--- src/core/prmc_pkg.sv ---
// package: pin timing and layout constants for the page rom read controller
package prmc_pkg;
  localparam int unsigned CLK_PERIOD_NS   = 100;
  // ---------------------------------------------------------------
  // pin layout
  // ---------------------------------------------------------------
  localparam int unsigned ADDR_W          = 22;
  localparam int unsigned BYTE_ADDR_W     = 23;
  localparam int unsigned DATA_W          = 16;
  localparam int unsigned LOW_DATA_W      = 8;
  localparam int unsigned TOP_BIT         = 15;
  // ---------------------------------------------------------------
  // timing
  // ---------------------------------------------------------------
  localparam int unsigned PWRUP_WAIT_NS   = 200;
  localparam int unsigned PWRUP_WAIT_CYC  = (PWRUP_WAIT_NS + CLK_PERIOD_NS - 1) / CLK_PERIOD_NS;
  localparam int unsigned ACC_NS          = 120;
  localparam int unsigned ACC_CYC         = (ACC_NS + CLK_PERIOD_NS - 1) / CLK_PERIOD_NS;
  localparam int unsigned PAGE_ACC_NS     = 25;
  localparam int unsigned PAGE_ACC_CYC    = (PAGE_ACC_NS + CLK_PERIOD_NS - 1) / CLK_PERIOD_NS;
  localparam int unsigned WIDTH_ACC_NS    = 120;
  localparam int unsigned WIDTH_ACC_CYC   = (WIDTH_ACC_NS + CLK_PERIOD_NS - 1) / CLK_PERIOD_NS;
  localparam int unsigned RELEASE_NS      = 25;
  localparam int unsigned RELEASE_CYC     = (RELEASE_NS + CLK_PERIOD_NS - 1) / CLK_PERIOD_NS;
  localparam int unsigned CNT_W           = 4;
  // ---------------------------------------------------------------
  // output gate polarity options
  // ---------------------------------------------------------------
  localparam logic [1:0]  GATE_ACTIVE_LOW     = 2'h0;
  localparam logic [1:0]  GATE_ACTIVE_HIGH    = 2'h1;
  localparam logic [1:0]  GATE_IGNORED_OPTION = 2'h2;
  typedef enum logic [2:0] {PRMC_WAIT, PRMC_IDLE, PRMC_OPEN, PRMC_ACCESS,
                            PRMC_RELEASE} prmc_state_e;
endpackage

--- src/core/prmc_ctrl.sv ---
// module: host side read controller for a page mode mask rom
`timescale 1ns/1ps
// What this block does
// - chip select is held high from reset and through the whole wait phase.
// - after reset chip select stays high for at least 200 ns before any access.
// - requests are accepted only after the power-up wait has run out.
// - during the wait address, gate and width pins may sit at any level.
// - the short page time is used only for in-page changes of an open selected page.
// - the width select changes only on reset and at the edge that takes chip select and gate active.
// - width select high means word mode, low means byte mode.
module prmc_ctrl
  import prmc_pkg::*;
#(
  parameter logic [1:0] GATE_OPT  = GATE_ACTIVE_LOW,
  parameter int unsigned PAGE_BYTES = 8
)(
  input  wire logic                         clk_i,
  input  wire logic                         rst_i,
  input  wire logic                         req_valid_i,
  output logic                              req_ready_o,
  input  wire logic [prmc_pkg::BYTE_ADDR_W-1:0] req_addr_i,
  input  wire logic                         req_word_i,
  output logic                              rsp_valid_o,
  output logic [prmc_pkg::DATA_W-1:0]       rsp_data_o,
  output logic                              rom_cs_n_o,
  output logic                              rom_gate_o,
  output logic                              rom_word_o,
  output logic [prmc_pkg::ADDR_W-1:0]       rom_addr_o,
  input  wire logic [prmc_pkg::DATA_W-1:0]  rom_data_i,
  output logic                              rom_top_o,
  output logic                              rom_top_oe_n_o
);
  import prmc_pkg::*;

  localparam int unsigned PAGE_LSB = (PAGE_BYTES == 16) ? 4 : 3;

  // ---------------------------------------------------------------
  // helpers
  // ---------------------------------------------------------------
  function automatic logic gate_level(input logic act);
    unique case (GATE_OPT)
      GATE_ACTIVE_HIGH: gate_level = act;
      GATE_ACTIVE_LOW:  gate_level = !act;
      default:          gate_level = 1'b0;
    endcase
  endfunction

  // page part of a request address, split
  // a word address has no top pin bit, so its page starts one bit lower
  function automatic logic [BYTE_ADDR_W-1:0] page_of(input logic [BYTE_ADDR_W-1:0] a,
                                                    input logic                   w);
    page_of = w ? (a >> (PAGE_LSB - 1)) : (a >> PAGE_LSB);
  endfunction

  // ---------------------------------------------------------------
  // pin input synchroniser
  // ---------------------------------------------------------------
  logic [DATA_W-1:0] din_s1_r;
  logic [DATA_W-1:0] din_s2_r;
  logic [DATA_W-1:0] din_s3_r;
  always_ff @(posedge clk_i)
  begin
    din_s1_r <= rom_data_i;
    din_s2_r <= din_s1_r;
    din_s3_r <= din_s2_r;
  end

  // ---------------------------------------------------------------
  // state
  // ---------------------------------------------------------------
  prmc_state_e                state_r;
  prmc_state_e                state_nxt;
  logic                       word_r;
  logic                       word_nxt;
  logic                       open_r;
  logic                       open_nxt;
  logic [BYTE_ADDR_W-1:0]     addr_r;
  logic [BYTE_ADDR_W-1:0]     addr_nxt;
  logic [DATA_W-1:0]          data_r;
  logic [DATA_W-1:0]          data_nxt;
  logic                       rsp_r;
  logic                       rsp_nxt;
  logic                       tm_load;
  logic [CNT_W-1:0]           tm_value;
  logic                       tm_done;
  logic                       same_page;
  logic                       accept;
  logic                       data_agree;
  logic                       wait_start_r;

  prmc_timer u_timer (
    .clk_i   (clk_i),
    .rst_i   (rst_i),
    .load_i  (tm_load),
    .value_i (tm_value),
    .done_o  (tm_done)
  );

  // a width change closes the page and reselects
  assign same_page   = open_r && (req_word_i == word_r) &&
                       (page_of(req_addr_i, word_r) == page_of(addr_r, word_r));
  // data counts once the last two stages agree on the bits in use
  assign data_agree  = word_r ? (din_s2_r == din_s3_r) :
                       (din_s2_r[LOW_DATA_W-1:0] == din_s3_r[LOW_DATA_W-1:0]);
  assign req_ready_o = (state_r == PRMC_IDLE) ||
                       ((state_r == PRMC_OPEN) && (!req_valid_i || same_page));
  assign accept      = req_valid_i && req_ready_o;

  always_comb
  begin
    state_nxt = state_r;
    word_nxt  = word_r;
    open_nxt  = open_r;
    addr_nxt  = addr_r;
    data_nxt  = data_r;
    rsp_nxt   = 1'b0;
    tm_load   = 1'b0;
    tm_value  = '0;
    unique case (state_r)
      PRMC_WAIT:
      begin
        // other pins ignored
        // wait count loads in the first cycle after reset
        tm_load   = wait_start_r;
        tm_value  = CNT_W'(PWRUP_WAIT_CYC);
        if (tm_done)
        begin
          state_nxt = PRMC_IDLE;
        end
      end
      PRMC_IDLE:
      begin
        if (accept)
        begin
          word_nxt  = req_word_i;
          addr_nxt  = req_addr_i;
          open_nxt  = 1'b1;
          tm_load   = 1'b1;
          // full access plus synchroniser delay
          tm_value  = CNT_W'(ACC_CYC + 3);
          state_nxt = PRMC_ACCESS;
        end
      end
      PRMC_OPEN:
      begin
        if (accept)
        begin
          addr_nxt  = req_addr_i;
          tm_load   = 1'b1;
          tm_value  = CNT_W'(PAGE_ACC_CYC + 3);
          state_nxt = PRMC_ACCESS;
        end
        else if (req_valid_i)
        begin
          open_nxt  = 1'b0;
          tm_load   = 1'b1;
          tm_value  = CNT_W'(RELEASE_CYC);
          state_nxt = PRMC_RELEASE;
        end
      end
      PRMC_ACCESS:
      begin
        if (tm_done && data_agree)
        begin
          data_nxt  = word_r ? din_s3_r : {{(DATA_W-LOW_DATA_W){1'b0}}, din_s3_r[LOW_DATA_W-1:0]};
          rsp_nxt   = 1'b1;
          state_nxt = PRMC_OPEN;
        end
      end
      PRMC_RELEASE:
      begin
        if (tm_done)
        begin
          state_nxt = PRMC_IDLE;
        end
      end
      default:
      begin
        state_nxt = PRMC_WAIT;
      end
    endcase
  end

  always_ff @(posedge clk_i)
  begin
    if (rst_i)
    begin
      state_r <= PRMC_WAIT;
      word_r  <= 1'b1;
      open_r  <= 1'b0;
      addr_r  <= '0;
      data_r  <= '0;
      rsp_r   <= 1'b0;
    end
    else
    begin
      state_r <= state_nxt;
      word_r  <= word_nxt;
      open_r  <= open_nxt;
      addr_r  <= addr_nxt;
      data_r  <= data_nxt;
      rsp_r   <= rsp_nxt;
    end
  end

  // power-up wait start: timer loads in the first cycle after reset
  always_ff @(posedge clk_i)
  begin
    wait_start_r <= rst_i;
  end

  // ---------------------------------------------------------------
  // pins
  // ---------------------------------------------------------------
  logic selected;
  assign selected = (state_r == PRMC_ACCESS) || (state_r == PRMC_OPEN);
  assign rom_cs_n_o     = !selected;
  assign rom_gate_o     = gate_level(selected);
  assign rom_word_o     = word_r;
  assign rom_addr_o     = word_r ? addr_r[ADDR_W-1:0] : addr_r[BYTE_ADDR_W-1:1];
  // top pin driven only in byte mode
  assign rom_top_o      = addr_r[0];
  assign rom_top_oe_n_o = word_r;
  assign rsp_valid_o    = rsp_r;
  assign rsp_data_o     = data_r;
endmodule // prmc_ctrl

--- src/core/prmc_timer.sv ---
// module: loadable down counter for wait intervals
`timescale 1ns/1ps
module prmc_timer
  import prmc_pkg::*;
(
  input  wire logic              clk_i,
  input  wire logic              rst_i,
  input  wire logic              load_i,
  input  wire logic [CNT_W-1:0]  value_i,
  output logic                   done_o
);
  logic [CNT_W-1:0] cnt_r;
  logic [CNT_W-1:0] cnt_nxt;

  always_comb
  begin
    cnt_nxt = cnt_r;
    if (load_i)
    begin
      cnt_nxt = value_i;
    end
    else if (cnt_r != '0)
    begin
      cnt_nxt = cnt_r - 1'b1;
    end
  end

  always_ff @(posedge clk_i)
  begin
    if (rst_i)
    begin
      cnt_r <= '0;
    end
    else
    begin
      cnt_r <= cnt_nxt;
    end
  end

  assign done_o = (cnt_r == '0) && !load_i;
endmodule // prmc_timer

--- config.mk ---
export PLATFORM = sky130hd
export DESIGN_NAME = prmc_ctrl
export DESIGN_NICKNAME = d
export VERILOG_FILES = /design/src/core/prmc_pkg.sv /design/src/core/prmc_ctrl.sv /design/src/core/prmc_timer.sv
export SDC_FILE = /design/constraint.sdc
export NUM_CORES = 1
export LEC_CHECK = 0
export BUFFER_PORTS_ARGS = -buffer_cell sky130_fd_sc_hd__clkbuf_2
export CAP_MARGIN = 20
export CORE_MARGIN = 8
export CORE_UTILIZATION = 40
export CTS_CLUSTER_DIAMETER = 120
export DETAILED_ROUTE_END_ITERATION = 10
export PLACE_DENSITY_LB_ADDON = 0.05
export SLEW_MARGIN = 20
export SYNTH_ARGS = -nofsm -noshare
export SYNTH_HDL_FRONTEND = slang
export SYNTH_HIERARCHICAL = 1
export SYNTH_SLANG_ARGS = --single-unit
--- constraint.sdc ---
create_clock -name clk_i -period 3 [get_ports clk_i]
set_input_delay 0.6 -clock clk_i [delete_from_list [all_inputs] [get_ports clk_i]]
set_output_delay 0.6 -clock clk_i [all_outputs]
set_load 0.1 [all_outputs]
==> results of run 1 <==
[stage by stage]
step / cells / setup WS, ps
after floorplan: 406 / -118
after global placement: 618 / 123
after detailed placement: 618 / 84.7
after CTS: 634 / 19.3
after global routing: 634 / -0.0615
final: 634 / 141
[placed cells by master, fill, tap and decap left out, types with 12 or more instances in the layout]
cell type  netlist  final
a21oi_1         16     16
xnor2_1         27     27
dfxtp_1         98     97
mux2_2          17     17
mux2i_1         33     33
buf_4            2     12
clkbuf_2         0     86
nand2_1         15     15
nor2_1          14     13
nand2b_1        53     53
[power groups by stage]
stage	clock network [mW]	logic, mW	registers, mW
finish	0.838	1.23	1.52
global route	0.935	1.31	1.54
CTS	0.873	1.22	1.52
detailed placement	0	1.22	1.55
global placement	0	1.21	1.55
floorplan	0	0.990	1.54
[final cells by class]
type / count / area [sq um]
inverter: 15 / 56.3
multi-input combinational: 270 / 1970
sequential: 98 / 1960
timing repair buffer: 99 / 541
clock inverter: 6 / 57.6
fill: 997 / 5250
clock buffer: 10 / 138
tap: 136 / 170
[layer usage]
layer | GRT usage, % | routed length (um) | share of wire [%] | vias to the layer above
li1 | - | - | - | 1550
met5 | 0 | 0 | 0 | -
met4 | 4.61 | 103 | 1.1 | 0
met3 | 4.41 | 476 | 5.1 | 12
met1 | 16.9 | 4310 | 47 | 1428
met2 | 23.9 | 4360 | 47 | 67
[sequential cells by signal, indices dropped and copies added, names as in the netlist]
| register | count |
|---|---|
| addr_r | 23 |
| din_s1_r | 16 |
| din_s2_r | 16 |
| din_s3_r | 16 |
| open_r | 1 |
| rom_top_oe_n_o | 1 |
| rsp_data_o | 16 |
| rsp_valid_o | 1 |
| state_r | 3 |
| u_timer/cnt_r | 4 |
| wait_start_r | 1 |
[path summary, 6_finish.rpt]
check	endpoint	depth (start not counted)	start	slack (ps)
worst max-delay path	req_ready_o	9	rom_top_oe_n_o$_SDFFE_PP1P_	140
worst min-delay path	din_s2_r[9]$_DFF_P_	0	din_s1_r[9]$_DFF_P_	330
worst max register to register	rsp_data_o[6]$_SDFFE_PP0P_	12	state_r[1]$_SDFFE_PP0P_	600
worst min register to register	din_s2_r[9]$_DFF_P_	0	din_s1_r[9]$_DFF_P_	330
[worst register-to-register path: cells and delay by family (launching register included)]
| kind | cells | cell delay, ps |
|---|---|---|
| AO/OA/AOI/OAI | 1 | 130 |
| buffers and inverters | 1 | 230 |
| flip-flops | 1 | 510 |
| multiplexers | 2 | 420 |
| AND/OR/NAND/NOR | 8 | 980 |
[repair_timing]
item / in CTS / in global routing
hold buffers: 0 / 0
endpoints found under the hold margin: 0 / 0
resized for setup: 0 / 7
setup endpoints to repair: 0 / 1
[logic make-up after synthesis]
logic type,Yosys count
buffers and inverters,38
DFF,98
AOI/OAI and AO/OA,59
and+or+nand+nor,125
muxes,50
adders and majority gates,2
xor gates and xnor gates,33
other,1
==> results.json, run 1 <==
{
  "status": "finished clean",
  "arrival_ps": 2260,
  "ys.flop_type": "dfxtp_1",
  "cts_sinks": 98,
  "grtUsageTotal_pct": 14.2,
  "worstMarginPinSlew_ps": 569,
  "grt_max_degree": 61,
  "end_kind": "output pin",
  "crit_buf_inv": 3,
  "yosysWarnings": 6,
  "fmax_ghz": 0.350,
  "ant_nets": 0,
  "initialDrtViolationCount": 109,
  "slew_headroom_pct": 62.3,
  "yosysMostFrequentCell": "dfxtp_1",
  "wire_per_inst_um": 14.6,
  "die_area_sq_um": 13700,
  "ys_types": 53,
  "synth_cells": 406,
  "drt-pass1-iter-count": 4,
  "p_comb_share_pct": 34.2,
  "fin_area_sq_um": 4890,
  "finalPower_mw": 3.59,
  "htree_levels": 3,
  "power_density_nw_per_um2": 733,
  "synthSimpleGateAreaFrac_pct": 17.5,
  "final_nets": 538,
  "wl_um": 9250,
  "hold_path.class": "reg2reg",
  "cts_buffers": 9,
  "synth-xor-area-share_pct": 7.07,
  "grt_overflow": 0,
  "async_flop_share_pct": 0,
  "internal-power_mw": 2.17,
  "maxCapViolations": 0,
  "syn_to_final_growth_pct": 19.6,
  "cp_cell_sequence": "inv_1 > a221o_1 > nor3_1 > o221ai_2 > o21ai_1 > buf_4 > a21oi_1 > nor2_4 > buf_12",
  "dieHeight_um": 117,
  "hold_violations": 0,
  "io_buffers": 87,
  "critPathMaxStageDelay_ps": 390,
  "clkTransAtPathRegs_ps": 100,
  "critical-path-top-delay-family": "compound AO/OA/AOI/OAI gates",
  "grt_pass1_wl_um": 15200,
  "cts-root-buf": "clkbuf_8",
  "synth-compound-area-share_pct": 9.18,
  "netSwitchingPower_mw": 1.41,
  "std_cell_rows": 37,
  "postCtsSetupBuffers": 0,
  "synth_area_leaders": "dfxtp_1, nand2b_1, mux2i_1",
  "clk_latency_ps": 360,
  "path_max_fanout": 6,
  "skew_ps": 12.3,
  "synthMuxAreaShare_pct": 12.8,
  "cts_buffer_depth": 2,
  "synth_adder_area_share_pct": 0.612,
  "worstSetupPathType": "reg2out",
  "hold-worst-slack_ps": 331,
  "route.vias.total": 3057,
  "yosys.area.top_type": "dfxtp_1",
  "antenna_found_initial": 0,
  "grt_pass1_vias": 3155,
  "avgSynthCellArea_sq_um": 10.1,
  "synth_top_area_share_pct": 48.0,
  "coreArea_sq_um": 10100,
  "clkPwrFrac_pct": 23.4,
  "place_congestion": 0.781,
  "ys_seq_elements": 98,
  "hpwlAfterDp_um": 6790,
  "yosysSeqAreaShare_pct": 48.0,
  "syn-num-nets": 451,
  "finalMaxSlewViolations": 0,
  "layout-drive-gt1-share_pct": 29.7,
  "crit_slowest_cell": "dfxtp_2",
  "start_util_pct": 40.3,
  "drc_errors": 0,
  "ir_worst_vdd_mv": 0.294,
  "setup_viol": 0,
  "fin_util_pct": 48.2,
  "p_leak_nw": 2.11,
  "worstPathRequired_ps": 2400,
  "syn_area_sq_um": 4090,
  "synth_edf_count": 0,
  "min_period_over_period_pct": 95.3,
  "cts_tree": "done",
  "worstSetupStartpointType": "register",
  "ys_top_cells_by_count": "dfxtp_1, nand2b_1, mux2i_1",
  "synth_top_family_by_area": "simple AND/OR/NAND/NOR gates",
  "p_sw_share_pct": 39.5,
  "place_area_sq_um": 4670,
  "p_seq_share_pct": 42.4,
  "die_x_um": 117,
  "fin_tns_setup_ps": 0,
  "ioPinCount": 88,
  "antennaDiodeCount": 0,
  "min_period_ps": 2860,
  "via_per_inst": 4.82
}
(Power assumes the default switching activity.)
==> run 2: changes to the inputs <==
--- a/config.mk
+++ b/config.mk
@@ -11,7 +11,8 @@
 export CORE_UTILIZATION = 40
 export CTS_CLUSTER_DIAMETER = 120
 export DETAILED_ROUTE_END_ITERATION = 10
-export PLACE_DENSITY_LB_ADDON = 0.05
+export GPL_TIMING_DRIVEN = 0
+export PLACE_DENSITY_LB_ADDON = 0.1
 export SLEW_MARGIN = 20
 export SYNTH_ARGS = -nofsm -noshare
 export SYNTH_HDL_FRONTEND = slang
==> run 2 against run 1 <==
Against the previous run: non-clock buffer count rose by 10; critical path depth did not move; hold slack got worse by 5.0 ps; power rose by 0.73%; critical endpoint unchanged; count of clock-buffer cells in the layout did not move; clock power barely moved; final cell count rose by 1.6%; die area did not move; worst setup slack got worse by 40 ps.
==> results.json, run 2 (same netlist as run 1, synthesis figures left out) <==
{
  "cts_buffers": 9,
  "ir_worst_vdd_mv": 0.400,
  "worstPathRequired_ps": 2400,
  "maxCapViolations": 0,
  "worstMarginPinSlew_ps": 558,
  "start_util_pct": 40.3,
  "grt_pass1_vias": 3192,
  "end_kind": "output pin",
  "slew_headroom_pct": 62.8,
  "power_density_nw_per_um2": 729,
  "cts-root-buf": "clkbuf_8",
  "min_period_ps": 2900,
  "std_cell_rows": 37,
  "layout_commonest_cell": "dfxtp_1",
  "hold-worst-slack_ps": 326,
  "worstSetupStartpointType": "register",
  "grt_pass1_wl_um": 15700,
  "min_period_over_period_pct": 96.6,
  "p_leak_nw": 2.14,
  "worstSetupPathType": "reg2out",
  "via_per_inst": 4.81,
  "crit_slowest_cell": "dfxtp_2",
  "layout-drive-gt1-share_pct": 29.3,
  "ant_nets": 0,
  "die_area_sq_um": 13700,
  "io_buffers": 87,
  "cts_tree": "done",
  "critPathMaxStageDelay_ps": 380,
  "fin_tns_setup_ps": 0,
  "dieHeight_um": 117,
  "max_flop_register": "addr_r",
  "arrival_ps": 2300,
  "wire_per_inst_um": 15.2,
  "final_nets": 548,
  "grtUsageTotal_pct": 14.9,
  "status": "finished clean",
  "wl_um": 9770,
  "cts_sinks": 98,
  "htree_levels": 3,
  "largest_reg_flops": 23,
  "worst_hold_startpoint": "rom_data_i[5]",
  "initialDrtViolationCount": 116,
  "cts_buffer_depth": 2,
  "skew_ps": 11.0,
  "rr_startpoint": "state_r[2]$_SDFFE_PP0P_",
  "cp_cell_sequence": "buf_6 > inv_1 > a221o_1 > nor3_2 > o221ai_1 > o21ai_1 > a21oi_1 > nor2_4 > buf_12",
  "clkTransAtPathRegs_ps": 100,
  "place_congestion": 0.863,
  "critical-path-top-delay-family": "compound AO/OA/AOI/OAI gates",
  "nFillCells": 964,
  "hpwlAfterDp_um": 7380,
  "drc_errors": 0,
  "finalMaxSlewViolations": 0,
  "route.vias.total": 3099,
  "hold_path.class": "in2reg",
  "mostFrequentLayoutCells": "dfxtp_1, clkbuf_2, nand2b_1",
  "antennaDiodeCount": 0,
  "path_max_fanout": 9,
  "finalPower_mw": 3.61,
  "rsz0062_at_grt": "true",
  "antenna_found_initial": 0,
  "fmax_ghz": 0.345,
  "ioPinCount": 88,
  "grt_max_degree": 19,
  "die_x_um": 117,
  "clk_latency_ps": 360,
  "grt_overflow": 0,
  "setup_viol": 0,
  "holdBufCountCts": 0,
  "syn_to_final_growth_pct": 21.1,
  "hold_violations": 0,
  "crit_start": "rom_top_oe_n_o$_SDFFE_PP1P_",
  "crit_buf_inv": 3,
  "drt-pass1-iter-count": 4,
  "coreArea_sq_um": 10100
}
run 2: what timing repair did:
action / CTS / global route
buffers inserted: 1 / 0
pin swaps: 1 / 2
setup endpoints to repair: 32 / 14
resized for setup: 8 / 10
run 2: area by class of cell:
type                       instances  area, sq um  area share, %
inverter                          15         56.3           1.14
sequential                        98         1960           39.6
clock inverter                     6         57.6           1.16
clock buffer                      10          138           2.78
tap                              136          170           3.44
buffer                            21          140           2.83
timing repair buffer              88          458           9.24
multi-input combinational        270         1970           39.8
run 2: worst paths after layout:
path	to	slack, ps	depth (start not counted)
max reg2reg	rsp_data_o[6]$_SDFFE_PP0P_	230	10
min	din_s1_r[5]$_DFF_P_	330	1
min reg2reg	din_s2_r[14]$_DFF_P_	330	0
max	req_ready_o	100	9
run 2: metrics by stage:
step | area (sq um) | std cells | util, % | setup slack, ps
3_3_place_gp | 4710 | 629 | 46.4 | -376
4_1_cts | 4930 | 646 | 48.6 | 14.5
6_report | 4950 | 644 | 48.9 | 101
5_1_grt | 4950 | 644 | 48.9 | -62.3
2_1_floorplan | 4100 | 406 | - | -118
3_5_place_dp | 4710 | 629 | 46.4 | -435
run 2: routing by layer:
| metal | vias to the layer above | track usage, % | routed length, um | part of all wire [%] |
|---|---|---|---|---|
| li1 | 1573 | - | - | - |
| met1 | 1450 | 18.3 | 4610 | 47 |
| met2 | 68 | 24.7 | 4520 | 46 |
| met4 | 0 | 5.38 | 89 | 0.91 |
| met5 | - | 0 | 0 | 0 |
| met3 | 8 | 3.85 | 542 | 5.5 |
run 2: report_power, final:
part	internal [mW]	total (mW)	switching [mW]
Combinational	0.429	1.27	0.837
Clock	0.342	0.836	0.494
Sequential	1.41	1.51	0.0960
Total	2.18	3.61	1.43
